==> src/inc/pdr_pkg.sv <==
// Purpose: Constants for the packed digit rotate right datapath
// Assumes: Byte register file with sixteen byte registers, 4-bit register fields
// Notes:   Opcode pattern is the first instruction word, upper byte
package pdr_pkg;
  localparam logic [7:0]  PDR_OPC_HI      = 8'hbc;
  localparam int          PDR_CYCLES      = 9;
  localparam logic [3:0]  PDR_CNT_LAST    = 4'h8;
  localparam logic [3:0]  PDR_CNT_RST     = 4'h0;
  localparam logic [7:0]  PDR_BYTE_RST    = 8'h00;
  localparam int          PDR_SRC_FLD_LSB = 4;
  localparam int          PDR_LNK_FLD_LSB = 0;

  typedef enum logic [1:0] {
    PDR_IDLE = 2'b00,
    PDR_BUSY = 2'b01,
    PDR_DONE = 2'b11
  } pdr_state_t;
endpackage : pdr_pkg

==> src/logic/pdr_rotate.sv <==
// Purpose: Execution-unit datapath for packed_digit_rotate_right on byte registers
// Assumes: Decoder presents the first instruction word with a one-cycle issue strobe,
//          and the register file returns both operand bytes in the issue cycle
// Notes:   Results are written back once, at the end of the nine-cycle execution
`timescale 1ns/1ps

module pdr_rotate
  import pdr_pkg::*;
(
  // Clock and reset
  input  wire logic        i_clk,
  input  wire logic        i_rst_b,
  // Instruction issue
  input  wire logic        i_issue,
  input  wire logic [15:0] i_instr,
  // Operand bytes from the register file
  input  wire logic [7:0]  i_src_byte,
  input  wire logic [7:0]  i_lnk_byte,
  // Write-back to the register file
  output logic             o_wr_en,
  output logic [3:0]       o_src_sel,
  output logic [3:0]       o_lnk_sel,
  output logic [7:0]       o_src_res,
  output logic [7:0]       o_lnk_res,
  // Flag update
  output logic             o_zero_wr,
  output logic             o_zero,
  // Status
  output logic             o_busy,
  output logic             o_illegal
);

  // ****************************************
  // Decode and datapath
  // ****************************************
  pdr_state_t state_ff;
  pdr_state_t nxt_state;
  logic [3:0] cnt_ff;
  logic [3:0] nxt_cnt;
  logic [7:0] src_ff;
  logic [7:0] lnk_ff;
  logic [3:0] ssel_ff;
  logic [3:0] lsel_ff;
  logic       wr_ff;
  logic       zero_ff;
  logic       busy_ff;
  logic       illegal_ff;

  wire logic [3:0] dec_src  = i_instr[PDR_SRC_FLD_LSB +: 4];
  wire logic [3:0] dec_lnk  = i_instr[PDR_LNK_FLD_LSB +: 4];
  wire logic       dec_hit  = i_issue && (i_instr[15:8] == PDR_OPC_HI);
  wire logic       same_reg = dec_src == dec_lnk;
  wire logic       start    = dec_hit && (state_ff == PDR_IDLE) && !same_reg;
  // Twelve-bit quantity formed from link low digit and both source digits
  wire logic [11:0] trio    = {i_lnk_byte[3:0], i_src_byte};
  wire logic [11:0] rot     = {trio[3:0], trio[11:4]};
  // Link high digit is kept; only its low digit changes
  wire logic [7:0]  new_lnk = {i_lnk_byte[7:4], i_src_byte[3:0]};
  wire logic [7:0]  new_src = {rot[7:4], rot[3:0]};
  wire logic        last    = (state_ff == PDR_BUSY) && (cnt_ff == PDR_CNT_LAST);
  // Refusal is decided only while idle; a busy unit drops every issue silently
  wire logic        refuse  = dec_hit && (state_ff == PDR_IDLE) && same_reg;
  // Zero test reads the captured link result, so late operand changes cannot alter it
  wire logic        lnk_zero = lnk_ff == 8'h00;
  wire logic        nxt_busy = nxt_state != PDR_IDLE;

  always_comb begin
    nxt_state = state_ff;
    nxt_cnt   = cnt_ff;
    unique case (state_ff)
      PDR_IDLE: begin
        if (start) begin
          nxt_state = PDR_BUSY;
          nxt_cnt   = 4'h1;
        end
      end
      PDR_BUSY: begin
        if (last) begin
          nxt_state = PDR_DONE;
        end else begin
          nxt_cnt = cnt_ff + 4'h1;
        end
      end
      PDR_DONE: begin
        nxt_state = PDR_IDLE;
        nxt_cnt   = PDR_CNT_RST;
      end
      default: begin
        nxt_state = PDR_IDLE;
        nxt_cnt   = PDR_CNT_RST;
      end
    endcase
  end

  // ****************************************
  // Registers
  // ****************************************
  always_ff @(posedge i_clk or negedge i_rst_b) begin
    if (!i_rst_b) begin
      state_ff <= PDR_IDLE;
      cnt_ff   <= PDR_CNT_RST;
    end else begin
      state_ff <= nxt_state;
      cnt_ff   <= nxt_cnt;
    end
  end

  // Results and register selects captured at issue so a later register-file change cannot leak in
  always_ff @(posedge i_clk or negedge i_rst_b) begin
    if (!i_rst_b) begin
      src_ff  <= PDR_BYTE_RST;
      lnk_ff  <= PDR_BYTE_RST;
      ssel_ff <= 4'h0;
      lsel_ff <= 4'h0;
    end else if (start) begin
      src_ff  <= new_src;
      lnk_ff  <= new_lnk;
      ssel_ff <= dec_src;
      lsel_ff <= dec_lnk;
    end
  end

  // ****************************************
  // Output registers
  // ****************************************
  // Every output leaves a flip-flop so the flag file sees no decode glitch;
  // busy is taken from the next state so it keeps the state register's timing.
  always_ff @(posedge i_clk or negedge i_rst_b) begin
    if (!i_rst_b) begin
      wr_ff      <= 1'b0;
      zero_ff    <= 1'b0;
      busy_ff    <= 1'b0;
      illegal_ff <= 1'b0;
    end else begin
      wr_ff      <= last;
      zero_ff    <= last && lnk_zero;
      busy_ff    <= nxt_busy;
      illegal_ff <= refuse;
    end
  end

  // Only the zero flag is written; carry, overflow, D and H are never touched,
  // and sign is left to the flag file as undefined.
  assign o_wr_en   = wr_ff;
  assign o_src_sel = ssel_ff;
  assign o_lnk_sel = lsel_ff;
  assign o_src_res = src_ff;
  assign o_lnk_res = lnk_ff;
  assign o_zero_wr = wr_ff;
  assign o_zero    = zero_ff;
  assign o_busy    = busy_ff;
  assign o_illegal = illegal_ff;

  // ****************************************
  // Checks
  // ****************************************
  chk_write_nine_cycles: assert property (
    @(posedge i_clk) disable iff (!i_rst_b) start |-> ##9 o_wr_en)
    else $error("write-back not nine cycles after issue");

  chk_no_early_write: assert property (
    @(posedge i_clk) disable iff (!i_rst_b) start |-> !o_wr_en [*8])
    else $error("write-back came early");

  chk_link_low_digit: assert property (
    @(posedge i_clk) disable iff (!i_rst_b)
    start |-> ##9 (o_lnk_res[3:0] == $past(i_src_byte[3:0], 9)))
    else $error("link low digit wrong");

  chk_src_low_digit: assert property (
    @(posedge i_clk) disable iff (!i_rst_b)
    start |-> ##9 (o_src_res[3:0] == $past(i_src_byte[7:4], 9)))
    else $error("source low digit wrong");

  chk_src_high_digit: assert property (
    @(posedge i_clk) disable iff (!i_rst_b)
    start |-> ##9 (o_src_res[7:4] == $past(i_lnk_byte[3:0], 9)))
    else $error("source high digit wrong");

  chk_link_high_kept: assert property (
    @(posedge i_clk) disable iff (!i_rst_b)
    start |-> ##9 (o_lnk_res[7:4] == $past(i_lnk_byte[7:4], 9)))
    else $error("link high digit changed");

  chk_zero_flag: assert property (
    @(posedge i_clk) disable iff (!i_rst_b)
    start |-> ##9 (o_zero ==
      ({$past(i_lnk_byte[7:4], 9), $past(i_src_byte[3:0], 9)} == 8'h00)))
    else $error("zero flag wrong");

  chk_same_reg_refused: assert property (
    @(posedge i_clk) disable iff (!i_rst_b)
    (dec_hit && same_reg && !o_busy) |=> (o_illegal && !o_busy))
    else $error("same-register issue not refused");

  chk_busy_span: assert property (
    @(posedge i_clk) disable iff (!i_rst_b)
    start |=> o_busy [*8] ##1 (o_busy && o_wr_en) ##1 !o_busy)
    else $error("busy span not nine cycles");

  chk_write_single: assert property (
    @(posedge i_clk) disable iff (!i_rst_b)
    o_wr_en |=> !o_wr_en)
    else $error("write-back strobe longer than one cycle");

  chk_ignore_busy: assert property (
    @(posedge i_clk) disable iff (!i_rst_b)
    (dec_hit && o_busy) |=>
      ($stable(o_src_res) && $stable(o_lnk_res) && $stable(o_src_sel)))
    else $error("issue while busy disturbed the results");

  chk_zero_with_write: assert property (
    @(posedge i_clk) disable iff (!i_rst_b)
    o_zero |-> o_zero_wr)
    else $error("zero flag raised without its write strobe");

endmodule : pdr_rotate

==> config.mk <==
export PLATFORM = sky130hd
export DESIGN_NAME = pdr_rotate
export DESIGN_NICKNAME = d
export VERILOG_FILES = /design/src/inc/pdr_pkg.sv /design/src/logic/pdr_rotate.sv
export SDC_FILE = /design/constraint.sdc
export NUM_CORES = 1
export LEC_CHECK = 0
export ABC_CLOCK_PERIOD_IN_PS = 2700
export BUFFER_PORTS_ARGS = -buffer_cell sky130_fd_sc_hd__buf_2
export CORE_MARGIN = 3
export CORE_UTILIZATION = 51
export DETAILED_ROUTE_END_ITERATION = 8
export GPL_ROUTABILITY_DRIVEN = 0
export PLACE_DENSITY_LB_ADDON = 0.05
export SLEW_MARGIN = 30
export SYNTH_ARGS = -nofsm -noshare
export SYNTH_HDL_FRONTEND = slang
export SYNTH_SLANG_ARGS = --single-unit
==> constraint.sdc <==
create_clock -name i_clk -period 2.7 [get_ports i_clk]
set_clock_uncertainty 0.05 [all_clocks]
set_input_delay 0.135 -clock i_clk [delete_from_list [all_inputs] [get_ports i_clk]]
set_output_delay 0.135 -clock i_clk [all_outputs]
set_load 0.03 [all_outputs]
==> reports/metrics.cfg, run 1 <==
[outcome]
status = finished clean

[floorplan]
ioPinCount = 64
fp.dieArea_mm2 = 0.00373
row_count = 19
dieWidth_um = 61.0
die_h_um = 61.0
start_util = 0.546
core_mm2 = 0.00283

[power_and_ir_drop]
p_leak_uw = 0.00123
internal_power_uw = 789
p_comb_frac = 0.202
clockPowerShare = 0.263
ir_drop_uv = 318
swShare = 0.278
p_per_area_mw_per_mm2 = 514
power.switching_uw = 303
seqPwrFrac = 0.535

[cts]
clk_pin_slew_ns = 0.10
cts_tree = built
cts_buffer_depth = 2
ctsResizeCount = 0
clk_latency_ns = 0.33
numCtsBuffers = 5
cts_sinks = 34
cts_root_buf = clkbuf_4
cts-htree-levels = 2

[global_routing]
grt_pass1_wl_um = 5340
grt_max_degree = 35
grtUsageMet1 = 0.225
grt_use_total = 0.203
grt-ovfl-total = 0
antenna_found_initial = 0
use_met3 = 0.0713
grt.busiest_layer = met2
grt_pass1_vias = 1200
use_met2 = 0.353

[detailed_routing]
drc = 0
wl_per_cell_um = 15.3
via_count = 1121
postRouteAntennaNets = 0
vias_per_cell = 5.10
drt_wl_total_um = 3370
first_pass_iters = 4
drtIter0Drc = 44

[worst_hold_path]
min_from = i_instr[6]
hold_path.class = in -> reg

[synthesis]
synth_fp_nets = 139
ys.warnings.count = 0
syn_area_per_cell_um2 = 15.1
synthCells = 102
synth-edff-count = 0
ys_seq_elements = 34
synth_async_sr_flop_share = 1.00
synth_cell_type_count = 26
synth_flop_cell = dfrtp_1
netlist_area_mm2 = 0.00155
yosysSeqAreaShare = 0.551

[finish]
layout_common_cells = 63 x buf_2, 34 x dfrtp_1, 24 x mux2_4, 21 x dlygate4sd3_1
nFillCells = 198
nets = 225
n_antenna_cell = 0
layout-drive-gt1-share = 0.513
layout_commonest_cell = buf_2
syn_to_final_growth_pct = 37.4

[sta]
rsz0062_at_grt = no
slew_headroom = 0.512
hold_viol_final = 0
setup_violations = 0
drv_slew = 0
period_needed_ns = 1.89
period_share = 0.698
fin_tns_setup_ns = 0
holdWs_ns = 0.0122
fmax_mhz = 530
worst_pin_slew_ns = 0.732

[setup_path]
worstReg2RegEnd = o_lnk_res[1]$_DFFE_PN0P_
ff2ff_setup_slack_ns = 0.81
crit_required_ns = 2.87
ff2ff_path_depth = 4
critPathCapture = o_lnk_res[1]$_DFFE_PN0P_
worstSetupEndpointType = register
cp_cell_sequence = nor4b_2, nand4_1, nand2b_4, mux2_4
max_stage_delay_ns = 0.45
r2r_start = state_ff[1]$_DFF_PN0_
crit_path_top_delay_cell = dfrtp_1
crit_start = state_ff[1]$_DFF_PN0_
worstSetupStartpointType = register
cp_max_fo = 30
cp.arrival_ns = 2.05
worstSetupPathType = reg -> reg

[place]
hpwl_um = 2210
port_buffers = 63

[run]
max_cap_violations = 0

[worst min-delay path by stage]
stage / end / slack [ns] / depth (start not counted)
finish: o_src_sel[2]$_DFFE_PN0P_ / 0.01 / 2
floorplan: cnt_ff[0]$_DFFE_PN0P_ / -0.21 / 0
detailed placement: o_zero$_DFF_PN0_ / 0.19 / 1
global route: o_src_sel[2]$_DFFE_PN0P_ / -0.002 / 2
CTS: o_illegal$_DFF_PN0_ / 0.000003 / 3
global placement: cnt_ff[2]$_DFFE_PN0P_ / 0.18 / 1
[through the flow]
step	setup slack (ns)	total power [uW]	cell area (um^2)	cells	utilization
after floorplan	1.13	714	1550	102	-
after global placement	0.890	782	1850	191	0.655
after detailed placement	0.824	792	1850	191	0.655
after CTS	0.806	1100	2090	217	0.740
after global routing	0.695	1160	2120	220	0.751
final	0.814	1090	2120	220	0.751
[sequential cells by signal, summed over array words and instances, names as in the netlist]
register	flops
o_lnk_res	8
o_src_res	8
cnt_ff	4
o_lnk_sel	4
o_src_sel	4
state_ff	2
o_busy	1
o_illegal	1
o_wr_en	1
o_zero	1
[Yosys cell counts, types with 2 or more instances]
cell | n | area share
a21oi_1 | 3 | 0.0097
nor4_1 | 2 | 0.0081
xnor2_1 | 5 | 0.028
ha_1 | 2 | 0.016
mux2_4 | 24 | 0.23
dfrtp_1 | 34 | 0.55
nand4_1 | 2 | 0.0081
buf_6 | 3 | 0.022
and4b_1 | 3 | 0.019
nand2b_1 | 2 | 0.0081
a32o_1 | 2 | 0.013
inv_1 | 3 | 0.0073
nor2_1 | 4 | 0.0097
[timing repair]
| action | CTS | global route |
|---|---|---|
| hold endpoints to repair | 51 | 3 |
| hold buffers | 18 | 3 |
| setup buffers | 0 | 0 |
[worst max-delay path, delay by kind of cell (launching register included)]
kind             cells  cell delay, ns
multiplexers         1            0.41
AND/OR/NAND/NOR      3            0.87
flip-flops           1            0.45
[power by group through the flow]
stage | Sequential, uW | Clock (uW) | Combinational (uW)
6_report | 584 | 287 | 220
5_1_grt | 592 | 319 | 248
4_1_cts | 584 | 295 | 219
3_5_place_dp | 594 | 0 | 198
3_3_place_gp | 591 | 0 | 192
2_1_floorplan | 615 | 0 | 98.9
[metal layers]
| layer | vias up | share of wire |
|---|---|---|
| met1 | 537 | 0.40 |
| met2 | 48 | 0.52 |
| li1 | 531 | - |
| met3 | 5 | 0.071 |
| met4 | 0 | 0.012 |
| met5 | - | 0 |
[layout make-up]
type	count	area, um^2	area share
Clock inverter	1	5.00	0.00236
Multi-Input combinational cell	60	637	0.300
Sequential cell	34	851	0.401
Tap cell	31	38.8	0.0183
Clock buffer	7	55.1	0.0259
Inverter	3	11.3	0.00530
Timing Repair Buffer	84	526	0.247
[kinds of logic after synthesis]
| kind of cell | Yosys count | share of synthesized area |
|---|---|---|
| buffers and inverters | 8 | 0.0372 |
| AND/OR/NAND/NOR | 20 | 0.0907 |
| flip-flops | 34 | 0.551 |
| XOR/XNOR | 5 | 0.0283 |
| multiplexers | 25 | 0.240 |
| AO/OA/AOI/OAI | 8 | 0.0372 |
| adder cells (fa/ha/maj) | 2 | 0.0162 |
(Power assumes the default switching activity.)
==> run 2: changes to the inputs <==
--- a/config.mk
+++ b/config.mk
@@ -5,10 +5,10 @@
 export SDC_FILE = /design/constraint.sdc
 export NUM_CORES = 1
 export LEC_CHECK = 0
-export ABC_CLOCK_PERIOD_IN_PS = 2700
+export ABC_CLOCK_PERIOD_IN_PS = 1550
 export BUFFER_PORTS_ARGS = -buffer_cell sky130_fd_sc_hd__buf_2
 export CORE_MARGIN = 3
-export CORE_UTILIZATION = 51
+export CORE_UTILIZATION = 42
 export DETAILED_ROUTE_END_ITERATION = 8
 export GPL_ROUTABILITY_DRIVEN = 0
 export PLACE_DENSITY_LB_ADDON = 0.05
==> constraint.sdc (replaced) <==
create_clock -name i_clk -period 1.55 [get_ports i_clk]
set_clock_uncertainty 0.05 [all_clocks]
set_input_delay 0.0775 -clock i_clk [delete_from_list [all_inputs] [get_ports i_clk]]
set_output_delay 0.0775 -clock i_clk [all_outputs]
set_load 0.03 [all_outputs]
==> reports/metrics.cfg, run 2 (synthesis results as in run 1) <==
[sta]
rsz0062_at_grt = yes
slew_headroom = 0.513
hold_viol_final = 0
setup_violations = 26
drv_slew = 0
worst_pin_slew_ns = 0.730
setup_slack_ns = -0.0718
fmax_mhz = 617
period_share = 1.05
fin_tns_setup_ns = -1.40
period_needed_ns = 1.62

[setup_path]
cp_cell_sequence = nor4b_2, nand4_1, nand2b_4, buf_12, mux2_4
worstSetupEndpointType = register
crit_required_ns = 1.67
ff2ff_setup_slack_ns = -0.07
cp.arrival_ns = 1.74
max_stage_delay_ns = 0.39
worstSetupPathType = reg -> reg
r2r_start = state_ff[0]$_DFF_PN0_
path_buf_inv = 1
worstReg2RegEnd = o_src_res[2]$_DFFE_PN0P_
crit_path_top_delay_cell = dfrtp_1
worstSetupStartpointType = register
ff2ff_path_depth = 5
cp_max_fo = 15
cp_top_family = simple AND/OR/NAND/NOR gates

[finish]
layout_common_cells = 63 x buf_2, 34 x dfrtp_1, 24 x mux2_4, 24 x dlygate4sd3_1, 8 x clkbuf_8
nets = 235
nFillCells = 274
final_core_util = 0.671
layout-drive-gt1-share = 0.543
n_antenna_cell = 0
layout_commonest_cell = buf_2
syn_to_final_growth_pct = 49.6

[global_routing]
antenna_found_initial = 0
grt-ovfl-total = 0
grt_pass1_vias = 1109
grt_use_total = 0.165
grt_max_degree = 35
grt_pass1_wl_um = 5310

[run]
max_cap_violations = 0

[floorplan]
dieWidth_um = 66.7
ioPinCount = 64
row_count = 21
core_mm2 = 0.00344
die_h_um = 66.7
fp.dieArea_mm2 = 0.00444
start_util = 0.449

[cts]
postCtsSetupRepairBufs = 0
cts_root_buf = clkbuf_8
clk_latency_ns = 0.28
cts_sinks = 34
clk_pin_slew_ns = 0.06
cts-htree-levels = 2
cts_tree = built
cts_buffer_depth = 2
numCtsBuffers = 5

[place]
hpwl_um = 2220
port_buffers = 63

[power_and_ir_drop]
p_per_area_mw_per_mm2 = 949
ir_drop_uv = 358
p_leak_uw = 0.00132
p_total_uw = 2190

[worst_hold_path]
min_from = i_instr[5]
hold_path.class = in -> reg
holdPathStages = 2
hold_path_end = o_src_sel[1]$_DFFE_PN0P_

[detailed_routing]
drtIter0Drc = 30
first_pass_iters = 5
vias_per_cell = 4.64
drc = 0
drt_wl_total_um = 3380
via_count = 1136
postRouteAntennaNets = 0
wl_per_cell_um = 13.8

[outcome]
status = finished, violations left
violations = negative setup slack

[run 2: cell types whose count changed in the layout (fill, tap and decap cells not counted), moves of 2 or more]
cell           delta
clkbuf_8          +7
buf_4             +5
clkbuf_4          -5
dlygate4sd3_1     +3
buf_12            +2
[run 2: final cells by class]
| type | count | area (um^2) | share of cell area |
|---|---|---|---|
| clock buffers | 8 | 110 | 0.0476 |
| inverters | 3 | 11.3 | 0.00487 |
| multi-input cells | 60 | 648 | 0.280 |
| flip-flops and latches | 34 | 851 | 0.368 |
| well taps | 46 | 57.6 | 0.0249 |
| repair buffers | 94 | 633 | 0.274 |
[run 2: how the worst max path moves through the flow]
stage	from	end	slack, ns	depth (start not counted)
after floorplan	state_ff[0]$_DFF_PN0_	o_lnk_res[0]$_DFFE_PN0P_	-0.002	5
after global placement	state_ff[0]$_DFF_PN0_	o_lnk_res[3]$_DFFE_PN0P_	-0.003	5
after detailed placement	state_ff[0]$_DFF_PN0_	o_src_res[2]$_DFFE_PN0P_	-0.08	5
after CTS	state_ff[0]$_DFF_PN0_	o_src_res[2]$_DFFE_PN0P_	-0.09	5
after global routing	state_ff[0]$_DFF_PN0_	o_src_res[2]$_DFFE_PN0P_	-0.17	5
final	state_ff[0]$_DFF_PN0_	o_src_res[2]$_DFFE_PN0P_	-0.07	5
[run 2: per-layer routing]
layer  vias up  GRT usage  routed length [um]
met2        50      0.251                1580
met5         -          0                   0
met1       529      0.206                1510
li1        553          -                   -
met3         4     0.0691                 264
met4         0     0.0685                  28
[run 2: worst register-to-register path: stages (launching register included)]
cell and delay, ns:
dfrtp_1 0.39, nor4b_2 0.26, nand4_1 0.14, nand2b_4 0.19, buf_12 0.17, mux2_4 0.31
[run 2: per-stage QoR]
step / instances / hold WS (ns) / setup slack, ns / cell area (um^2)
finish: 245 / 0.00772 / -0.0718 / 2310
floorplan: 102 / -0.268 / -0.00229 / 1550
global placement: 213 / 0.122 / -0.00252 / 1950
detailed placement: 213 / 0.139 / -0.0789 / 1950
global route: 245 / 0.00267 / -0.173 / 2310
CTS: 244 / 0.000208 / -0.0913 / 2300
[run 2: report_power, final]
group	leakage, uW	total (uW)	internal, uW	switching (uW)
clock	0.0000575	755	448	307
combinational	0.000792	435	234	202
sequential	0.000467	1000	952	51.7
[run 2: what timing repair did]
item                       CTS  global route
pin swaps                    0             0
hold endpoints to repair    56             1
setup endpoints to repair   28            29
resized for setup            2             1
hold buffers                23             1
